$ cat src/retire_sel_pkg.sv
// constants shared by the retirement event selector and its helpers
// assumes one core clock; all offsets are byte addresses on a 32-bit register port
package retire_sel_pkg;

  // ---------------------------------------------------------------
  // register port geometry and map
  // ---------------------------------------------------------------
  localparam int unsigned REG_W        = 32;
  localparam int unsigned ADDR_W       = 8;
  localparam int unsigned NUM_CFG      = 4;
  localparam int unsigned NUM_CNT      = 6;
  localparam int unsigned FIRST_CNT_NO = 12;
  localparam logic [7:0]  OFS_CFG_BASE = 8'h00;
  localparam logic [7:0]  OFS_CTL_BASE = 8'h10;
  localparam logic [7:0]  OFS_STATUS   = 8'h28;
  localparam logic [7:0]  REG_STRIDE   = 8'h04;
  localparam logic [31:0] CFG_RESET    = 32'h0000_0000;
  localparam logic [31:0] CTL_RESET    = 32'h0000_0000;

  // ---------------------------------------------------------------
  // field positions
  // ---------------------------------------------------------------
  localparam int unsigned CODE_HI  = 31;
  localparam int unsigned CODE_LO  = 25;
  localparam int unsigned MASK_HI  = 24;
  localparam int unsigned MASK_LO  = 9;
  localparam int unsigned SEL_HI   = 15;
  localparam int unsigned SEL_LO   = 13;
  localparam int unsigned EN_BIT   = 12;
  localparam int unsigned PAIR_BIT = 16;
  localparam int unsigned EDGE_BIT = 24;
  localparam int unsigned STAT_CLEARING_BIT = 8;

  // ---------------------------------------------------------------
  // event codes, select codes, mask bits
  // ---------------------------------------------------------------
  localparam logic [6:0] CODE_TAG     = 7'h02;
  localparam logic [6:0] CODE_FLUSH   = 7'h02;
  localparam logic [6:0] CODE_MISPRED = 7'h03;
  localparam logic [6:0] CODE_FP      = 7'h03;
  localparam logic [6:0] CODE_BRANCH  = 7'h06;
  localparam logic [6:0] CODE_INSTR   = 7'h07;
  localparam logic [2:0] SEL_TAG      = 3'h2;
  localparam logic [2:0] SEL_RET4     = 3'h4;
  localparam logic [2:0] SEL_RET5     = 3'h5;
  localparam int unsigned MB_MARK_LOAD   = 1;
  localparam int unsigned MB_MARK_STORE  = 2;
  localparam int unsigned MB_NT_PRED     = 0;
  localparam int unsigned MB_NT_MISPRED  = 1;
  localparam int unsigned MB_TK_PRED     = 2;
  localparam int unsigned MB_TK_MISPRED  = 3;
  localparam int unsigned MB_VALID_PATH  = 0;
  localparam int unsigned MB_BOGUS_PATH  = 1;
  localparam int unsigned MB_FP_LO       = 0;
  localparam int unsigned MB_FP_HI       = 4;
  localparam int unsigned MB_FLUSH_ANY   = 0;
  localparam int unsigned MB_FLUSH_MEM   = 2;
  localparam int unsigned MB_FLUSH_SMC   = 6;

  // counters 14, 15 and 17 hang on the second register of a pair
  localparam logic [5:0]  SECOND_OF_PAIR   = 6'h2C;
  localparam int unsigned CNT_W            = 2;
  localparam int unsigned AMT_W            = 3;
  localparam int unsigned CLEAR_SAMPLE_DIV = 4;

  typedef enum logic [2:0] {
    EV_NONE, EV_TAG, EV_BRANCH, EV_MISPRED, EV_FP, EV_FLUSH, EV_INSTR
  } event_kind_t;

endpackage

$ cat src/flush_sampler.sv
// flush_sampler: turns the pipeline-clearing level into a sampled pulse and an edge pulse
// assumes i_clearing is synchronous to the core clock
`timescale 1ns/1ps
`default_nettype none
module flush_sampler #(
  parameter int unsigned DIV = retire_sel_pkg::CLEAR_SAMPLE_DIV
) (
  // clock and reset
  input  wire logic i_clk,
  input  wire logic i_rst_n,
  // clearing level
  input  wire logic i_clearing,
  // pulses
  output logic      o_sample,
  output logic      o_rise
);
  // ---------------------------------------------------------------
  // divider
  // ---------------------------------------------------------------
  localparam int unsigned DW = (DIV > 1) ? $clog2(DIV) : 1;
  initial begin
    if (DIV < 1) $error("flush_sampler: DIV must be at least 1");
  end
  localparam logic [DW-1:0] LAST = DW'(DIV - 1);

  logic [DW-1:0] div_q;
  logic          prev_q;
  wire  logic    at_last = (div_q == LAST);

  always_ff @(posedge i_clk or negedge i_rst_n) begin
    if (!i_rst_n) begin
      div_q  <= '0;
      prev_q <= 1'b0;
    end else begin
      prev_q <= i_clearing;
      div_q  <= (!i_clearing || at_last) ? '0 : DW'(div_q + 1'b1);
    end
  end

  // a portion of the clearing cycles: one in DIV
  assign o_sample = i_clearing && at_last;
  assign o_rise   = i_clearing && !prev_q;
endmodule // flush_sampler
`default_nettype wire

$ cat src/event_match.sv
// event_match: decodes one configuration/control pair into an increment amount
// assumes all retirement inputs belong to the current cycle
`timescale 1ns/1ps
`default_nettype none
module event_match (
  // selected configuration and control words
  input  wire logic [31:0]                   i_cfg,
  input  wire logic [31:0]                   i_ctl,
  // retirement events
  input  wire logic                          i_br_valid,
  input  wire logic                          i_br_taken,
  input  wire logic                          i_br_mispred,
  input  wire logic                          i_br_bogus,
  input  wire logic                          i_fp_valid,
  input  wire logic [4:0]                    i_fp_type,
  input  wire logic                          i_clear_sample,
  input  wire logic                          i_clear_rise,
  input  wire logic                          i_clear_mem,
  input  wire logic                          i_clear_smc,
  input  wire logic [retire_sel_pkg::CNT_W-1:0] i_valid_cnt,
  input  wire logic [retire_sel_pkg::CNT_W-1:0] i_bogus_cnt,
  // results
  output retire_sel_pkg::event_kind_t        o_kind,
  output logic [retire_sel_pkg::AMT_W-1:0]   o_amount,
  output logic                               o_tag_load,
  output logic                               o_tag_store
);
  // ---------------------------------------------------------------
  // field decode
  // ---------------------------------------------------------------
  wire logic [6:0]  code = i_cfg[retire_sel_pkg::CODE_HI:retire_sel_pkg::CODE_LO]; // RL13
  wire logic [15:0] mask = i_cfg[retire_sel_pkg::MASK_HI:retire_sel_pkg::MASK_LO]; // RL13
  wire logic [2:0]  sel  = i_ctl[retire_sel_pkg::SEL_HI:retire_sel_pkg::SEL_LO];   // RL13
  wire logic        en   = i_ctl[retire_sel_pkg::EN_BIT];
  wire logic        edge_mode = i_ctl[retire_sel_pkg::EDGE_BIT];

  // both codes must name the same event
  wire logic is_tag  = (code == retire_sel_pkg::CODE_TAG) && (sel == retire_sel_pkg::SEL_TAG); // RL14
  wire logic is_br   = (code == retire_sel_pkg::CODE_BRANCH) && (sel == retire_sel_pkg::SEL_RET5);
  wire logic is_mp   = (code == retire_sel_pkg::CODE_MISPRED) && (sel == retire_sel_pkg::SEL_RET4);
  wire logic is_fp   = (code == retire_sel_pkg::CODE_FP) && (sel == retire_sel_pkg::SEL_RET5);
  wire logic is_fl   = (code == retire_sel_pkg::CODE_FLUSH) && (sel == retire_sel_pkg::SEL_RET5);
  wire logic is_ins  = (code == retire_sel_pkg::CODE_INSTR) && (sel == retire_sel_pkg::SEL_RET4);

  // ---------------------------------------------------------------
  // per-event hits
  // ---------------------------------------------------------------
  wire logic br_hit = i_br_valid && (                                      // RL3
    (mask[retire_sel_pkg::MB_NT_PRED]    && !i_br_taken && !i_br_mispred) ||
    (mask[retire_sel_pkg::MB_NT_MISPRED] && !i_br_taken &&  i_br_mispred) ||
    (mask[retire_sel_pkg::MB_TK_PRED]    &&  i_br_taken && !i_br_mispred) ||
    (mask[retire_sel_pkg::MB_TK_MISPRED] &&  i_br_taken &&  i_br_mispred));
  wire logic mp_hit = i_br_valid && i_br_mispred &&
                      !(mask[retire_sel_pkg::MB_VALID_PATH] && i_br_bogus); // RL5
  wire logic fp_hit = i_fp_valid &&
                      |(mask[retire_sel_pkg::MB_FP_HI:retire_sel_pkg::MB_FP_LO] & i_fp_type); // RL6 RL7
  wire logic any_tick = edge_mode ? i_clear_rise : i_clear_sample;          // RL9
  wire logic fl_hit = (mask[retire_sel_pkg::MB_FLUSH_ANY] && any_tick) ||   // RL8
                      (mask[retire_sel_pkg::MB_FLUSH_MEM] && i_clear_mem) || // RL10
                      (mask[retire_sel_pkg::MB_FLUSH_SMC] && i_clear_smc);   // RL11
  wire logic [retire_sel_pkg::AMT_W-1:0] ins_amt =                          // RL12
    (mask[retire_sel_pkg::MB_VALID_PATH] ? {1'b0, i_valid_cnt} : '0) +
    (mask[retire_sel_pkg::MB_BOGUS_PATH] ? {1'b0, i_bogus_cnt} : '0);
  wire logic one_hit = (is_br && br_hit) || (is_mp && mp_hit) ||
                       (is_fp && fp_hit) || (is_fl && fl_hit);

  // ---------------------------------------------------------------
  // results
  // ---------------------------------------------------------------
  assign o_kind = is_tag ? retire_sel_pkg::EV_TAG :
                  is_br  ? retire_sel_pkg::EV_BRANCH :
                  is_mp  ? retire_sel_pkg::EV_MISPRED :
                  is_fp  ? retire_sel_pkg::EV_FP :
                  is_fl  ? retire_sel_pkg::EV_FLUSH :
                  is_ins ? retire_sel_pkg::EV_INSTR : retire_sel_pkg::EV_NONE;
  // the tag event never adds to a count
  assign o_amount = !en ? '0 :                                              // RL2
                    is_ins ? ins_amt :
                    {{(retire_sel_pkg::AMT_W-1){1'b0}}, one_hit};
  assign o_tag_load  = en && is_tag && mask[retire_sel_pkg::MB_MARK_LOAD];  // RL1
  assign o_tag_store = en && is_tag && mask[retire_sel_pkg::MB_MARK_STORE]; // RL1
endmodule // event_match
`default_nettype wire

$ cat src/retirement_event_selector.sv
// retirement_event_selector: register file, counter routing and increment strobes
// assumes retirement inputs are synchronous to I_CORE_CLK and the counters live outside
//
// Behaviour
// RL1 - with the tag event selected, mask bit 1 marks load micro-ops and bit 2 store micro-ops.
// RL2 - the load and store marking bits only tag micro-ops and never increment a counter.
// RL3 - the branch event counts retired branches matching any enabled outcome bit 0 to 3.
// RL4 - the first register of a pair drives counters 12, 13, 16, the second 14, 15, 17.
// RL5 - the mispredicted-branch event counts mispredicted branches, bit 0 keeps valid ones only.
// RL6 - the float assist event counts retired float instructions of any enabled assist type.
// RL7 - assist mask bits 0 to 4 are stack underflow, stack overflow, output overflow, output underflow, input.
// RL8 - the flush event counts by its enabled cause while the whole pipeline is cleared.
// RL9 - flush bit 0 counts a portion of clearing cycles, or occurrences with edge mode.
// RL10 - flush bit 2 counts once per clear due to memory ordering.
// RL11 - flush bit 6 counts once per clear due to self-modifying code.
// RL12 - the completed-instruction event adds valid-path and bogus-path completions per cycle.
// RL13 - event code is config bits 31:25, mask 24:9, select is control bits 15:13.
// RL14 - a counter only increments when code and select name the same defined event.
//
// The implementer's own choices: the address-and-strobe port and the address map.
`timescale 1ns/1ps
`default_nettype none
module retirement_event_selector #(
  parameter int unsigned SAMPLE_DIV = retire_sel_pkg::CLEAR_SAMPLE_DIV
) (
  // clock and reset
  input  wire logic                              I_CORE_CLK,
  input  wire logic                              I_RESET_N,
  // register port
  input  wire logic [retire_sel_pkg::ADDR_W-1:0] I_REG_ADDR,
  input  wire logic [31:0]                       I_REG_WDATA,
  input  wire logic                              I_REG_WR,
  input  wire logic                              I_REG_RD,
  output logic      [31:0]                       O_REG_RDATA,
  // branch retirement
  input  wire logic                              I_BR_VALID,
  input  wire logic                              I_BR_TAKEN,
  input  wire logic                              I_BR_MISPRED,
  input  wire logic                              I_BR_BOGUS,
  // float assist retirement
  input  wire logic                              I_FP_VALID,
  input  wire logic [4:0]                        I_FP_TYPE,
  // pipeline clears
  input  wire logic                              I_CLEARING,
  input  wire logic                              I_CLEAR_MEM,
  input  wire logic                              I_CLEAR_SMC,
  // completed instructions
  input  wire logic [retire_sel_pkg::CNT_W-1:0]  I_VALID_DONE,
  input  wire logic [retire_sel_pkg::CNT_W-1:0]  I_BOGUS_DONE,
  // micro-op tagging
  input  wire logic                              I_UOP_VALID,
  input  wire logic                              I_UOP_LOAD,
  input  wire logic                              I_UOP_STORE,
  output logic                                   O_UOP_TAG,
  // increments for counters 12 to 17, counter 12 lowest
  output logic [retire_sel_pkg::NUM_CNT*retire_sel_pkg::AMT_W-1:0] O_CNT_INC
);
  localparam int unsigned NC = retire_sel_pkg::NUM_CNT;
  localparam int unsigned NG = retire_sel_pkg::NUM_CFG;
  localparam int unsigned AW = retire_sel_pkg::AMT_W;

  initial begin
    if (SAMPLE_DIV < 1) $error("retirement_event_selector: SAMPLE_DIV must be at least 1");
  end

  // ---------------------------------------------------------------
  // register decode and storage
  // ---------------------------------------------------------------
  logic [31:0] cfg_q [NG];
  logic [31:0] ctl_q [NC];
  logic [31:0] rd_chain [NG+NC+1];
  logic [31:0] status;
  logic [31:0] rdata_q;
  logic [NC-1:0] defined;

  assign rd_chain[0] = '0;

  for (genvar g = 0; g < NG; g++) begin : g_cfg
    wire logic hit = (I_REG_ADDR ==
                      8'(retire_sel_pkg::OFS_CFG_BASE + 8'(g) * retire_sel_pkg::REG_STRIDE));
    always_ff @(posedge I_CORE_CLK or negedge I_RESET_N) begin
      if (!I_RESET_N) begin
        cfg_q[g] <= retire_sel_pkg::CFG_RESET;
      end else if (I_REG_WR && hit) begin
        cfg_q[g] <= I_REG_WDATA;
      end
    end
    assign rd_chain[g+1] = rd_chain[g] | (hit ? cfg_q[g] : 32'h0000_0000);
  end

  for (genvar c = 0; c < NC; c++) begin : g_ctl
    wire logic hit = (I_REG_ADDR ==
                      8'(retire_sel_pkg::OFS_CTL_BASE + 8'(c) * retire_sel_pkg::REG_STRIDE));
    always_ff @(posedge I_CORE_CLK or negedge I_RESET_N) begin
      if (!I_RESET_N) begin
        ctl_q[c] <= retire_sel_pkg::CTL_RESET;
      end else if (I_REG_WR && hit) begin
        ctl_q[c] <= I_REG_WDATA;
      end
    end
    assign rd_chain[NG+c+1] = rd_chain[NG+c] | (hit ? ctl_q[c] : 32'h0000_0000);
  end

  // status: which counters hold a defined event, and the clearing level
  assign status = {23'h00_0000, I_CLEARING, 2'b00, defined};

  wire logic        stat_hit = (I_REG_ADDR == retire_sel_pkg::OFS_STATUS);
  wire logic [31:0] rd_mux   = rd_chain[NG+NC] | (stat_hit ? status : 32'h0000_0000);

  // unmapped addresses read as zero
  always_ff @(posedge I_CORE_CLK or negedge I_RESET_N) begin
    if (!I_RESET_N) begin
      rdata_q <= 32'h0000_0000;
    end else begin
      rdata_q <= I_REG_RD ? rd_mux : 32'h0000_0000;
    end
  end
  assign O_REG_RDATA = rdata_q;

  // ---------------------------------------------------------------
  // pipeline clear pulses
  // ---------------------------------------------------------------
  logic clear_sample;
  logic clear_rise;

  flush_sampler #(
    .DIV        (SAMPLE_DIV)
  ) u_flush (
    .i_clk      (I_CORE_CLK),
    .i_rst_n    (I_RESET_N),
    .i_clearing (I_CLEARING),
    .o_sample   (clear_sample),
    .o_rise     (clear_rise)
  );

  // ---------------------------------------------------------------
  // per-counter selection and matching
  // ---------------------------------------------------------------
  logic [31:0]                 sel_cfg [NC];
  retire_sel_pkg::event_kind_t kind [NC];
  logic [AW-1:0]               amt [NC];
  logic [AW-1:0]               inc_q [NC];
  logic [NC-1:0]               tag_ld;
  logic [NC-1:0]               tag_st;

  for (genvar c = 0; c < NC; c++) begin : g_cnt
    // pair bit picks a/b or c/d, fixed position picks first or second
    wire logic [1:0] cfg_idx = {ctl_q[c][retire_sel_pkg::PAIR_BIT],
                                retire_sel_pkg::SECOND_OF_PAIR[c]};     // RL4
    assign sel_cfg[c] = cfg_q[cfg_idx];                                 // RL4
    assign defined[c] = (kind[c] != retire_sel_pkg::EV_NONE);          // RL14

    event_match u_match (
      .i_cfg          (sel_cfg[c]),
      .i_ctl          (ctl_q[c]),
      .i_br_valid     (I_BR_VALID),
      .i_br_taken     (I_BR_TAKEN),
      .i_br_mispred   (I_BR_MISPRED),
      .i_br_bogus     (I_BR_BOGUS),
      .i_fp_valid     (I_FP_VALID),
      .i_fp_type      (I_FP_TYPE),
      .i_clear_sample (clear_sample),
      .i_clear_rise   (clear_rise),
      .i_clear_mem    (I_CLEAR_MEM),
      .i_clear_smc    (I_CLEAR_SMC),
      .i_valid_cnt    (I_VALID_DONE),
      .i_bogus_cnt    (I_BOGUS_DONE),
      .o_kind         (kind[c]),
      .o_amount       (amt[c]),
      .o_tag_load     (tag_ld[c]),
      .o_tag_store    (tag_st[c])
    );

    always_ff @(posedge I_CORE_CLK or negedge I_RESET_N) begin
      if (!I_RESET_N) begin
        inc_q[c] <= '0;
      end else begin
        inc_q[c] <= amt[c];                                             // RL14
      end
    end
    assign O_CNT_INC[c*AW +: AW] = inc_q[c];
  end

  // ---------------------------------------------------------------
  // micro-op tagging
  // ---------------------------------------------------------------
  logic tag_q;
  wire  logic tag_d = I_UOP_VALID && ((I_UOP_LOAD && |tag_ld) ||
                                      (I_UOP_STORE && |tag_st));        // RL1

  always_ff @(posedge I_CORE_CLK or negedge I_RESET_N) begin
    if (!I_RESET_N) begin
      tag_q <= 1'b0;
    end else begin
      tag_q <= tag_d;
    end
  end
  assign O_UOP_TAG = tag_q;

  wire logic [15:0] m0  = sel_cfg[0][retire_sel_pkg::MASK_HI:retire_sel_pkg::MASK_LO];
  wire logic        en0 = ctl_q[0][retire_sel_pkg::EN_BIT];
endmodule // retirement_event_selector
`default_nettype wire

$ cat config.mk
export PLATFORM = sky130hd
export DESIGN_NAME = retirement_event_selector
export DESIGN_NICKNAME = d
export VERILOG_FILES = /design/src/retire_sel_pkg.sv /design/src/flush_sampler.sv /design/src/event_match.sv /design/src/retirement_event_selector.sv
export SDC_FILE = /design/constraint.sdc
export NUM_CORES = 1
export LEC_CHECK = 0
export BUFFER_PORTS_ARGS = -buffer_cell sky130_fd_sc_hd__buf_4
export CORE_ASPECT_RATIO = 0.9
export CORE_UTILIZATION = 57
export CTS_BUF_LIST = sky130_fd_sc_hd__clkbuf_4 sky130_fd_sc_hd__clkbuf_8
export CTS_CLUSTER_DIAMETER = 100
export CTS_CLUSTER_SIZE = 28
export DETAILED_ROUTE_END_ITERATION = 8
export PLACE_DENSITY = 0.82
export SLEW_MARGIN = 10
export SYNTH_ARGS = -nofsm -noshare
export SYNTH_HDL_FRONTEND = slang
export SYNTH_SLANG_ARGS = --single-unit
export TNS_END_PERCENT = 30
$ cat constraint.sdc
create_clock -name I_CORE_CLK -period 2 [get_ports I_CORE_CLK]
set_input_delay 0.2 -clock I_CORE_CLK [delete_from_list [all_inputs] [get_ports I_CORE_CLK]]
set_output_delay 0.2 -clock I_CORE_CLK [all_outputs]
set_load 0.05 [all_outputs]
# == Word level (Yosys, flattened, before mapping) ==
# Cells that the tools add are included.
# word_totals
reg_bits,374
inputBits,64
# classes
n_mux,97
n_bitwise,22
eq_ne,53
n_addsub,7
order_cmp,6
reduce_logical,259
# ops
cell,count
$mux W32,23
$bmux W32 S2,6
$or A32 B32 Y32,9
$logic_and A1 B1 Y1,184
$mux W3,48
$eq A7 B2 Y1 const B,12
$eq A7 B3 Y1 const B,12
$logic_or A1 B1 Y1,50
$eq A3 B3 Y1 const B,12
$eq A8 B5 Y1 const B,4
$or A32 B9 Y32,1
$and A5 B5 Y5,6
$reduce_or A5 Y1,6
$mux W2,13
$eq A8 B6 Y1 const B,3
$add A3 B3 Y3,6
$eq A3 B2 Y1 const B,6
$ge A3 B3 Y1 const B,6
$not A2 Y3,6
$reduce_bool A3 Y1,6
$eq A8 B4 Y1 const B,2
$reduce_or A6 Y1,2
$logic_not A1 Y1,10
$mux W9,1
5 further kinds,10

# == Longest topological paths before layout ==
# Gate-level depths: netlist (run 1).
# logic_depth
ltp_word,16
depth_mapped,8
depth_no_buf,6

# == Cells and area by module ==
# A second synthesis (run 1) with hierarchy kept.
# unflattened
hier_cells,1655
area_unflattened_um2,20815.0
# by_module_without_submodules
module,seq_area_each_um2,area_per_inst_um2,instances,cells_per_inst
retirement_event_selector,9283.9,18540.3,1,1374
event_match at g_cnt[3].u_match ...,0.0,350.3,3,41
event_match at g_cnt[1].u_match ...,0.0,366.6,2,50
event_match at g_cnt[0].u_match,0.0,367.9,1,50
flush_sampler,75.1,122.6,1,8

# == Worst setup path after synthesis (run 1) ==
# Ideal clock, no wire load.
# synth_timing
kind,register to register
start,register ctl_q[176] (netlist bit)
end,"register inc_q, in the netlist O_CNT_INC[1]"
arrival_time_ps,2080
setup_ps,120
synth_period_minus_slack_ps,2200
path_stages_with_launch,8
t_required_ps,1880
slack_ps,-200
cell_sequence,dfrtp_1 clkbuf_1 clkbuf_1 mux2i_1 nor2b_1 ha_1 fa_1 and3_1
# synth_rtl
element,line,rtl
start: declaration,retirement_event_selector.sv:70,logic [31:0] ctl_q [NC];
start signal: indexed assignment,retirement_event_selector.sv:96,ctl_q[c] <= retire_sel_pkg::CTL_RESET;
end signal: indexed assignment,retirement_event_selector.sv:178,inc_q[c] <= amt[c];
end: declaration,retirement_event_selector.sv:142,logic [AW-1:0] inc_q [NC];

==> results.ini, run 1 <==
[power_and_ir_drop]
p_total_mw = 13.0
p_per_area_nw_per_um2 = 594
leakagePower_nw = 10.5
ir_drop_uv = 633

[sta]
finalHoldViolations = 0
worst_slack_ps = -49.1
clock_skew_ps = 39.6
slew_headroom = 0.456
maxSlewViolCount = 0
period_share = 1.02
worstMarginPinSlew_ps = 795
fmax_mhz = 488
setup_viol = 2
rsz0062_at_grt = true
fin_crit_ps = 2050

[setup_path]
arrival_ps = 2610
crit_chain = nor4_4 > buf_6 > nand3_2 > o21ai_4 > buf_6 > nor4b_4 > buf_4 > a22o_1 > o31a_1
worstSetupPathType = flop to flop
crit_path_end_kind = flop
cpMostUsedCell = buf_6
worstSetupStartpointType = flop
worstPathRequired_ps = 2560
path_delay_family = simple AND/OR/NAND/NOR gates
worst-path-buf-inv = 3
critPathMaxFanout = 5
critPathMaxStageDelay_ps = 450
slowest_stage = dfrtp_1

[route]
routed_wl_mm = 61.6
drtIter0Drc = 1590
vias = 14500
ant_nets = 0
drc = 0
wl_per_cell_um = 29.1
viasPerCell = 6.83
first_pass_iters = 6

[synth]
synth_top_cell_area_share = 0.510
synth_edf_count = 0
ys_seq_area_frac = 0.510
netlist_instances = 1457
ys_ff_latch = 374
synthFlopType = dfrtp_1
synth_area_um2 = 18400
synth_area_per_cell_um2 = 12.6
yosysUniqueCellTypes = 73
async_flop_share = 1.00
yosys.area.top_type = dfrtp_1
synth_area_leaders = dfrtp_1, mux2_2, mux2_4
yosys_warnings = 0
synthesis.nets = 1534

[status]
status = complete, but fails checks
violations = negative setup slack

[floorplanning]
placementRows = 61
core-area_um2 = 31300
start_util = 0.587
pin_count = 115
die_h_um = 172
die_width_um = 191
die-area_um2 = 32900

[clock_network]
clk_latency_ps = 620
cts_inserted_buffers = 17
cts_root_buffer = clkbuf_8
cts_tree = yes
cts.path.max_buffers = 3
cts_sinks = 374
clk_pin_slew_ps = 170
h-tree-depth = 1

[min_path]
hold_path_class = input port to flop

[placement]
io_buffers = 114
hpwl_mm = 42.7
place_congestion = 1.05
pre_cts_slack_ps = -297
place_area_um2 = 20900

[layout]
drive_above_1_share = 0.440
final_cell_mix = dfrtp_1, mux2_2, buf_4, a22oi_1, nand2_1
area_growth_pct = 19.5
n_antenna_cell = 0
final_nets = 1785
final_util = 0.701
fin_area_um2 = 21900
mostFrequentLayoutCell = dfrtp_1

[global_routing]
grt_pass1_wl_mm = 90.9
antenna_found_initial = 0
grt_overflow = 0
grt_max_degree = 97
grt_util_all_layers = 0.376
grt_pass1_vias = 14500

[flow_run]
drv_cap = 0

final cells by class:
type	count	area (µm²)
Clock inverter	3	28.8
Fill cell	2229	9360
Tap cell	409	512
Clock buffer	17	234
Timing Repair Buffer	349	3060
Inverter	10	37.5
Sequential cell	374	9370
Multi-Input combinational cell	956	8690
synth_stat cells, drive strengths merged (8+ instances only):
library cell,number
o21ai,20
a31oi,31
a222oi,17
nand4,10
mux2i,22
o2111ai,8
and2,28
a22o,44
buf,90
mux2,361
clkbuf,27
a221oi,34
and3,16
dfrtp,374
nor3,16
a22oi,52
nand2,59
o22ai,9
a21oi,26
nor2,40
nand2b,11
inv,10
nor2b,15
nand3,23
nor4,9
sequential cells by signal, summed over array words and instances (netlist names):
register,count
cfg_q,128
u_flush.div_q,2
ctl_q,192
u_flush.prev_q,1
O_REG_RDATA,32
O_UOP_TAG,1
O_CNT_INC,18
metal layers:
layer | vias up | global-route usage | part of all wire
met5 | - | 0 | 0
met4 | 0 | 0.184 | 0.057
met3 | 208 | 0.0548 | 0.089
met2 | 890 | 0.589 | 0.45
met1 | 7368 | 0.515 | 0.40
li1 | 6002 | - | -
metrics by stage:
step | hold WS, ps | TNS, ps | std cells
2_1_floorplan | -95.6 | -107 | 1457
6_report | 68.7 | -66.9 | 2118
5_1_grt | 89.2 | -270 | 2118
3_3_place_gp | 28.4 | -1670 | 2045
3_5_place_dp | 32.2 | -2520 | 2045
4_1_cts | 49.8 | -210 | 2107
worst reg2reg max path, cell delays in order (launching register included):
cell and delay (ps):
dfrtp_1 450, nor4_4 350, buf_6 190, nand3_2 120, o21ai_4 100, buf_6 140, nor4b_4 230, buf_4 170
a22o_1 130, o31a_1 110
cell families after synthesis:
logic type / after synthesis / share of synthesized area
AOI/OAI and AO/OA: 303 / 0.126
adders and majority gates: 13 / 0.0113
buffers and inverters: 127 / 0.0314
DFF: 374 / 0.510
muxes: 386 / 0.243
and+or+nand+nor: 254 / 0.0778
final timing paths:
| check | to | start | cells past startpoint | slack [ps] |
|---|---|---|---|---|
| worst max-delay path | O_CNT_INC[9]$_DFF_PN0_ | cfg_q[30]$_DFFE_PN0P_ | 9 | -50 |
| worst min-delay path | O_REG_RDATA[8]$_DFF_PN0_ | I_REG_ADDR[0] | 6 | 70 |
| worst max register to register | O_CNT_INC[9]$_DFF_PN0_ | cfg_q[30]$_DFFE_PN0P_ | 9 | -50 |
| worst min register to register | u_flush.div_q[0]$_DFF_PN0_ | u_flush.div_q[0]$_DFF_PN0_ | 1 | 450 |
| max in group asynchronous | O_REG_RDATA[11]$_DFF_PN0_ | I_RESET_N | 3 | 1000 |
| min in group asynchronous | O_CNT_INC[10]$_DFF_PN0_ | I_RESET_N | 3 | 240 |
where the power goes:
group	internal (mW)	switching (mW)
combinational	0.813	0.928
sequential	7.88	0.266
clock	0.814	2.33
repair_timing:
item,in CTS,in global routing
resized for setup,20,55
endpoints found under the setup margin,19,22
setup buffers,2,11
pin swaps,4,21
hold endpoints to repair,701,0
hold buffers,40,0
Power figures use the tool's default switching activity.
==> inputs of run 2 (changes only) <==
--- a/config.mk
+++ b/config.mk
@@ -7,12 +7,12 @@
 export LEC_CHECK = 0
 export BUFFER_PORTS_ARGS = -buffer_cell sky130_fd_sc_hd__buf_4
 export CORE_ASPECT_RATIO = 0.9
-export CORE_UTILIZATION = 57
+export CORE_UTILIZATION = 50
 export CTS_BUF_LIST = sky130_fd_sc_hd__clkbuf_4 sky130_fd_sc_hd__clkbuf_8
 export CTS_CLUSTER_DIAMETER = 100
 export CTS_CLUSTER_SIZE = 28
 export DETAILED_ROUTE_END_ITERATION = 8
-export PLACE_DENSITY = 0.82
+export PLACE_DENSITY = 0.73
 export SLEW_MARGIN = 10
 export SYNTH_ARGS = -nofsm -noshare
 export SYNTH_HDL_FRONTEND = slang
==> constraint.sdc (replaced) <==
create_clock -name I_CORE_CLK -period 2 [get_ports I_CORE_CLK]
set_input_delay 0.1 -clock I_CORE_CLK [delete_from_list [all_inputs] [get_ports I_CORE_CLK]]
set_output_delay 0.1 -clock I_CORE_CLK [all_outputs]
set_load 0.05 [all_outputs]
==> results.ini, run 2 (synthesis results as in run 1) <==
[route]
dr_wl_met2_mm = 28.7  ; +3.0%
wl_met3_mm = 4.74  ; -14%
viasPerCell = 6.46  ; -5.4%
first_pass_iters = 7  ; +1
wl_per_cell_um = 28.0  ; -3.6%
top_layer = met4
routed_wl_mm = 61.1  ; -0.77%
met1_length_mm = 25.4  ; +2.9%
ant_nets = 0  ; unchanged
vias = 14100  ; -2.6%
drc = 0  ; unchanged
drtIter0Drc = 1374  ; -14%

[setup_path]
worstSetupStartpointType = flop
path_delay_family = compound AO/OA/AOI/OAI gates
crit_path_end_kind = flop
slowest_stage = dfrtp_1
arrival_ps = 2600  ; about the same
r2r_slack_ps = -50  ; about the same
rr_endpoint = O_REG_RDATA[4]$_DFF_PN0_
r2r-start = cfg_q[60]$_DFFE_PN0P_
worstPathRequired_ps = 2550  ; about the same
crit_chain = nor4_2 > buf_4 > nor2b_1 > a21oi_1 > buf_4 > o21a_1 > o21ai_0
cpMostUsedCell = buf_4
critPathMaxStageDelay_ps = 430  ; -20 ps
crit_path_end = O_REG_RDATA[4]$_DFF_PN0_
startpoint = cfg_q[60]$_DFFE_PN0P_
critPathMaxFanout = 3  ; -2
worstSetupPathType = flop to flop
rr_worst_depth = 7  ; -2
cp.depth = 7  ; -2
worst-path-buf-inv = 2  ; -1

[placement]
pre_cts_slack_ps = -88.5  ; +208 ps
place_congestion = 0.974  ; -6.9%
io_buffers = 114  ; unchanged
place_area_um2 = 20800  ; -0.14%
hpwl_mm = 42.8  ; +0.18%

[clock_network]
clk_pin_slew_ps = 160  ; about the same
cts_tree = yes
cts_sinks = 374  ; unchanged
cts_root_buffer = clkbuf_8
clk_latency_ps = 620  ; about the same
h-tree-depth = 1  ; unchanged
cts_inserted_buffers = 18  ; +1
cts.path.max_buffers = 3  ; unchanged

[global_routing]
grt_pass1_vias = 14200  ; -2.0%
antenna_found_initial = 0  ; unchanged
grt_overflow = 0  ; unchanged
grt_max_degree = 119  ; +23%
grt_pass1_wl_mm = 91.3  ; +0.52%
grt_util_all_layers = 0.327  ; -0.0488

[floorplanning]
pin_count = 115  ; unchanged
placementRows = 66  ; +8.2%
die_width_um = 204  ; +6.7%
start_util = 0.507  ; -0.0791
die-area_um2 = 37500  ; +14%
core-area_um2 = 36200  ; +16%
die_h_um = 184  ; +6.7%

[layout]
final_nets = 1777  ; -0.45%
final_util = 0.607  ; -0.0942
drive_above_1_share = 0.438  ; -0.00223
final_cell_mix = dfrtp_1, mux2_2, buf_4, a22oi_1, nand2_1
mostFrequentLayoutCell = dfrtp_1
regArea_um2 = 9370  ; about the same
area_growth_pct = 19.5  ; about the same
top_register = ctl_q
n_antenna_cell = 0  ; unchanged
multi_input_area_um2 = 8660  ; -0.40%
largest_register_ffs = 192  ; unchanged
fillers = 2932  ; +32%
fin_area_um2 = 21900  ; about the same

[power_and_ir_drop]
leakagePower_nw = 10.5  ; -0.27%
ir_drop_uv = 516  ; -18%
p_total_mw = 13.3  ; +2.0%
p_per_area_nw_per_um2 = 606  ; +1.9%

[sta]
fmax_mhz = 488  ; about the same
clock_skew_ps = 29.2  ; -10.4 ps
rsz0062_at_grt = true
fin_crit_ps = 2050  ; -0.441 ps
worstMarginPinSlew_ps = 967  ; +173 ps
setup_viol = 3  ; +1
slew_headroom = 0.353  ; -0.104
finalHoldViolations = 0  ; unchanged
fin_setup_tns_ps = -124  ; -57.4 ps
maxSlewViolCount = 0  ; unchanged
period_share = 1.02  ; about the same
worst_slack_ps = -48.6  ; +0.441 ps

[status]
status = complete, but fails checks
violations = negative setup slack

[min_path]
hold_path_class = input port to flop
hp-start = I_FP_TYPE[2]

[flow_run]
drv_cap = 0  ; unchanged

[run 2: worst min-delay path: stages]
cell and delay [ps]:
buf_4 150, nand2_1 60, a31oi_1 160, o31a_1 140
[run 2: final cells by class]
class	instances	share of cell area
Tap cell	476	0.0271
Inverter	10	0.00171
Clock inverter	5	0.00393
Clock buffer	19	0.0119
Sequential cell	374	0.427
Multi-Input combinational cell	956	0.395
Timing Repair Buffer	340	0.134
[run 2: layer usage]
metal  vias up  GRT usage
li1       5983          -
met1      7275      0.452
met2       718      0.530
met3       116     0.0429
met4         0      0.114
met5         -          0
[run 2: how the worst min path moves through the flow]
stage	endpoint	slack [ps]	cells past startpoint
finish	O_CNT_INC[0]$_DFF_PN0_	50	4
global route	O_CNT_INC[0]$_DFF_PN0_	50	4
CTS	O_CNT_INC[0]$_DFF_PN0_	8	4
detailed placement	O_REG_RDATA[10]$_DFF_PN0_	-40	1
global placement	O_REG_RDATA[10]$_DFF_PN0_	-40	1
floorplan	O_CNT_INC[0]$_DFF_PN0_	-200	0
[run 2: timing repair]
item / CTS / global route
endpoints found under the hold margin: 676 / 0
pin swaps: 0 / 7
hold buffers: 46 / 0
resized for setup: 12 / 48
buffers inserted: 3 / 5
setup endpoints to repair: 11 / 40
[run 2: where the power goes]
group	switching, mW	internal, mW	total, mW
registers	0.263	7.88	8.14
logic	0.889	0.771	1.66
clock network	2.44	1.05	3.49
[run 2: stage by stage]
step | hold WS, ps | cells
after floorplan | -196 | 1457
after global placement | -36.8 | 2103
after detailed placement | -38.3 | 2103
after CTS | 8.00 | 2176
after global routing | 52.7 | 2180
final | 53.2 | 2180
==> inputs of run 3 (changes only) <==
--- a/config.mk
+++ b/config.mk
@@ -5,6 +5,7 @@
 export SDC_FILE = /design/constraint.sdc
 export NUM_CORES = 1
 export LEC_CHECK = 0
+export ABC_AREA = 1
 export BUFFER_PORTS_ARGS = -buffer_cell sky130_fd_sc_hd__buf_4
 export CORE_ASPECT_RATIO = 0.9
 export CORE_UTILIZATION = 50
@@ -13,7 +14,7 @@
 export CTS_CLUSTER_SIZE = 28
 export DETAILED_ROUTE_END_ITERATION = 8
 export PLACE_DENSITY = 0.73
-export SLEW_MARGIN = 10
+export SLEW_MARGIN = 5
 export SYNTH_ARGS = -nofsm -noshare
 export SYNTH_HDL_FRONTEND = slang
 export SYNTH_SLANG_ARGS = --single-unit
==> results.ini, run 3 <==
[status]
status = complete, but fails checks
violations = negative hold slack

[route]
viasPerCell = 5.75  ; -11%
ant_nets = 0  ; unchanged
wl_per_cell_um = 21.4  ; -24%
drc = 0  ; unchanged
drtIter0Drc = 1898  ; +38%
routed_wl_mm = 62.7  ; +2.5%
first_pass_iters = 6  ; -1
vias = 16800  ; +19%

[floorplanning]
die_width_um = 202  ; -0.85%
die-area_um2 = 36800  ; -1.7%
core-area_um2 = 35300  ; -2.4%
die_h_um = 182  ; -0.85%
placementRows = 65  ; -1.5%
pin_count = 115  ; unchanged
start_util = 0.511  ; +0.00369

[sta]
worstMarginPinSlew_ps = 907  ; -60.7 ps
worst_hold_slack_ps = -3.48  ; -56.7 ps
slew_headroom = 0.391  ; +0.0380
finalHoldViolations = 1  ; +1
setup_viol = 0  ; -3
fin_crit_ps = 1970  ; -75.6 ps
clock_skew_ps = 69.4  ; +40.1 ps
maxSlewViolCount = 0  ; unchanged
period_share = 0.987  ; -0.0378
rsz0062_at_grt = true
fmax_mhz = 507  ; +3.8%

[synth]
synth_edf_count = 0  ; unchanged
yosys_warnings = 0  ; unchanged
synthesis.nets = 2328  ; +52%
ys_ff_latch = 374  ; unchanged
yosysUniqueCellTypes = 44  ; -40%
synth_area_um2 = 18000  ; -1.7%
yosys.area.top_type = dfrtp_1
synth_area_leaders = dfrtp_1, nand2_1, o21ai_0
yosysMostFrequentCell = nand2_1
ys_seq_area_frac = 0.519  ; +0.00884
synth_area_per_cell_um2 = 8.02  ; -36%
yosys-top-cells-count = nand2_1, dfrtp_1, o21ai_0, inv_1, nor2_1
netlist_instances = 2251  ; +54%
synth_top_cell_area_share = 0.519  ; +0.00884
async_flop_share = 1.00  ; unchanged
synthFlopType = dfrtp_1

[flow_run]
drv_cap = 0  ; unchanged

[clock_network]
cts.path.max_buffers = 3  ; unchanged
cts_inserted_buffers = 18  ; unchanged
h-tree-depth = 1  ; unchanged
clk_pin_slew_ps = 170  ; about the same
clk_latency_ps = 640  ; +20 ps
cts_root_buffer = clkbuf_8
cts_tree = yes
cts_sinks = 374  ; unchanged

[global_routing]
grt_max_degree = 65  ; -45%
grt_pass1_wl_mm = 96.6  ; +5.7%
grt_overflow = 0  ; unchanged
antenna_found_initial = 1  ; +1
grt_pass1_vias = 15800  ; +11%
grt_util_all_layers = 0.345  ; +0.0186

[placement]
place_congestion = 1.07  ; +9.9%
hpwl_mm = 45.4  ; +6.2%
io_buffers = 114  ; unchanged

[power_and_ir_drop]
p_total_mw = 13.0  ; -2.0%
leakagePower_nw = 10.1  ; -3.6%
p_per_area_nw_per_um2 = 621  ; +2.6%
ir_drop_uv = 617  ; +19%

[setup_path]
worstSetupPathType = flop to flop
worstSetupStartpointType = flop
critPathMaxFanout = 3  ; unchanged
arrival_ps = 2530  ; -70 ps
worstPathRequired_ps = 2560  ; about the same
crit_path_end_kind = flop

[layout]
mostFrequentLayoutCell = nand2_1
final_nets = 2530  ; +42%
largest_register_ffs = 192  ; unchanged
final_cell_mix = nand2_1, dfrtp_1, o21ai_0, buf_4, inv_1
area_growth_pct = 16.1
final_util = 0.594  ; -0.0130
drive_above_1_share = 0.138  ; -0.300
n_antenna_cell = 0  ; unchanged
top_register = ctl_q

[min_path]
hold_path_class = input port to async pin

run 3: cell count changes after synthesis, moves of 32 or more:
cell     previous run  this run
mux2_2            322         0
o21ai_1             2        48
a21oi_1            26        64
a22oi_1            52         0
nor2_1             32       116
nand2_1            54       721
o21ai_0            18       360
buf_1              41         2
inv_1              10       193
nand3_1            23        70
a22o_1             44        12
run 3: worst paths after layout:
check,startpoint,to,slack (ps),cells past startpoint
min in group I_CORE_CLK,I_REG_WR,ctl_q[97]$_DFFE_PN0P_,10,3
worst max-delay path,cfg_q[126]$_DFFE_PN0P_,O_REG_RDATA[1]$_DFF_PN0_,30,11
max in group asynchronous,I_RESET_N,ctl_q[29]$_DFFE_PN0P_,1090,3
worst max register to register,cfg_q[126]$_DFFE_PN0P_,O_REG_RDATA[1]$_DFF_PN0_,30,11
worst min-delay path,I_RESET_N,O_REG_RDATA[24]$_DFF_PN0_,-3,2
worst min register to register,u_flush.div_q[0]$_DFF_PN0_,u_flush.div_q[0]$_DFF_PN0_,450,1
run 3: layout make-up:
type                    instances  area (µm²)
well taps                     469         587
inverters                     202         761
clock buffers                  18         248
repair buffers                287        2440
clock inverters                 5        68.8
flip-flops and latches        374        9370
fillers                      3249       14300
multi-input cells            1570        7480
run 3: critical path, cell delays in order (launching register included):
cell     delay, ps
dfrtp_1        450
nor2_2         100
buf_4          150
nand2_1         70
nand2_2         70
nand2_2         90
nor3b_2        170
buf_4          140
nand2_1         80
nand4_1        280
nand2_1        110
a21oi_2        180
run 3: cells by family (layout without fill, tap and decap cells):
| kind of cell | after synthesis | in the layout | share of synthesized area |
|---|---|---|---|
| DFF | 374 | 374 | 0.519 |
| adders and majority gates | 13 | 13 | 0.0115 |
| and+or+nand+nor | 1011 | 1011 | 0.235 |
| buffers and inverters | 307 | 512 | 0.0717 |
| AOI/OAI and AO/OA | 546 | 546 | 0.163 |
run 3: report_power, final:
group | internal (mW) | switching [mW] | total, mW
Clock | 0.907 | 2.47 | 3.37
Combinational | 0.544 | 0.985 | 1.53
Sequential | 7.87 | 0.243 | 8.12
Total | 9.33 | 3.69 | 13.0
run 3: routing by layer:
layer	vias to the layer above	wire length (µm)	global-route usage
met5	-	13	0
met4	2	2040	0.0980
met3	125	5900	0.0438
met2	844	27500	0.530
met1	8120	27200	0.515
li1	7736	-	-
run 3: timing repair:
item / CTS / global route
gates resized for setup: 3 / 43
endpoints found under the setup margin: 6 / 21
buffers inserted: 0 / 3
endpoints found under the hold margin: 683 / 0
pin swaps: 1 / 4
hold buffers: 42 / 0
run 3: per-stage QoR:
stage	hold WS, ps	cells	cell area, µm²	setup TNS [ps]	setup WS (ps)
6_report	-3.48	2925	21000	0	27.0
5_1_grt	16.1	2925	21000	-153	-58.2
4_1_cts	6.73	2922	20800	-40.0	-35.7
3_5_place_dp	80.2	2857	20100	-108	-69.0
3_3_place_gp	84.4	2857	20100	-335	-123
2_1_floorplan	-196	2251	18000	0	73.5
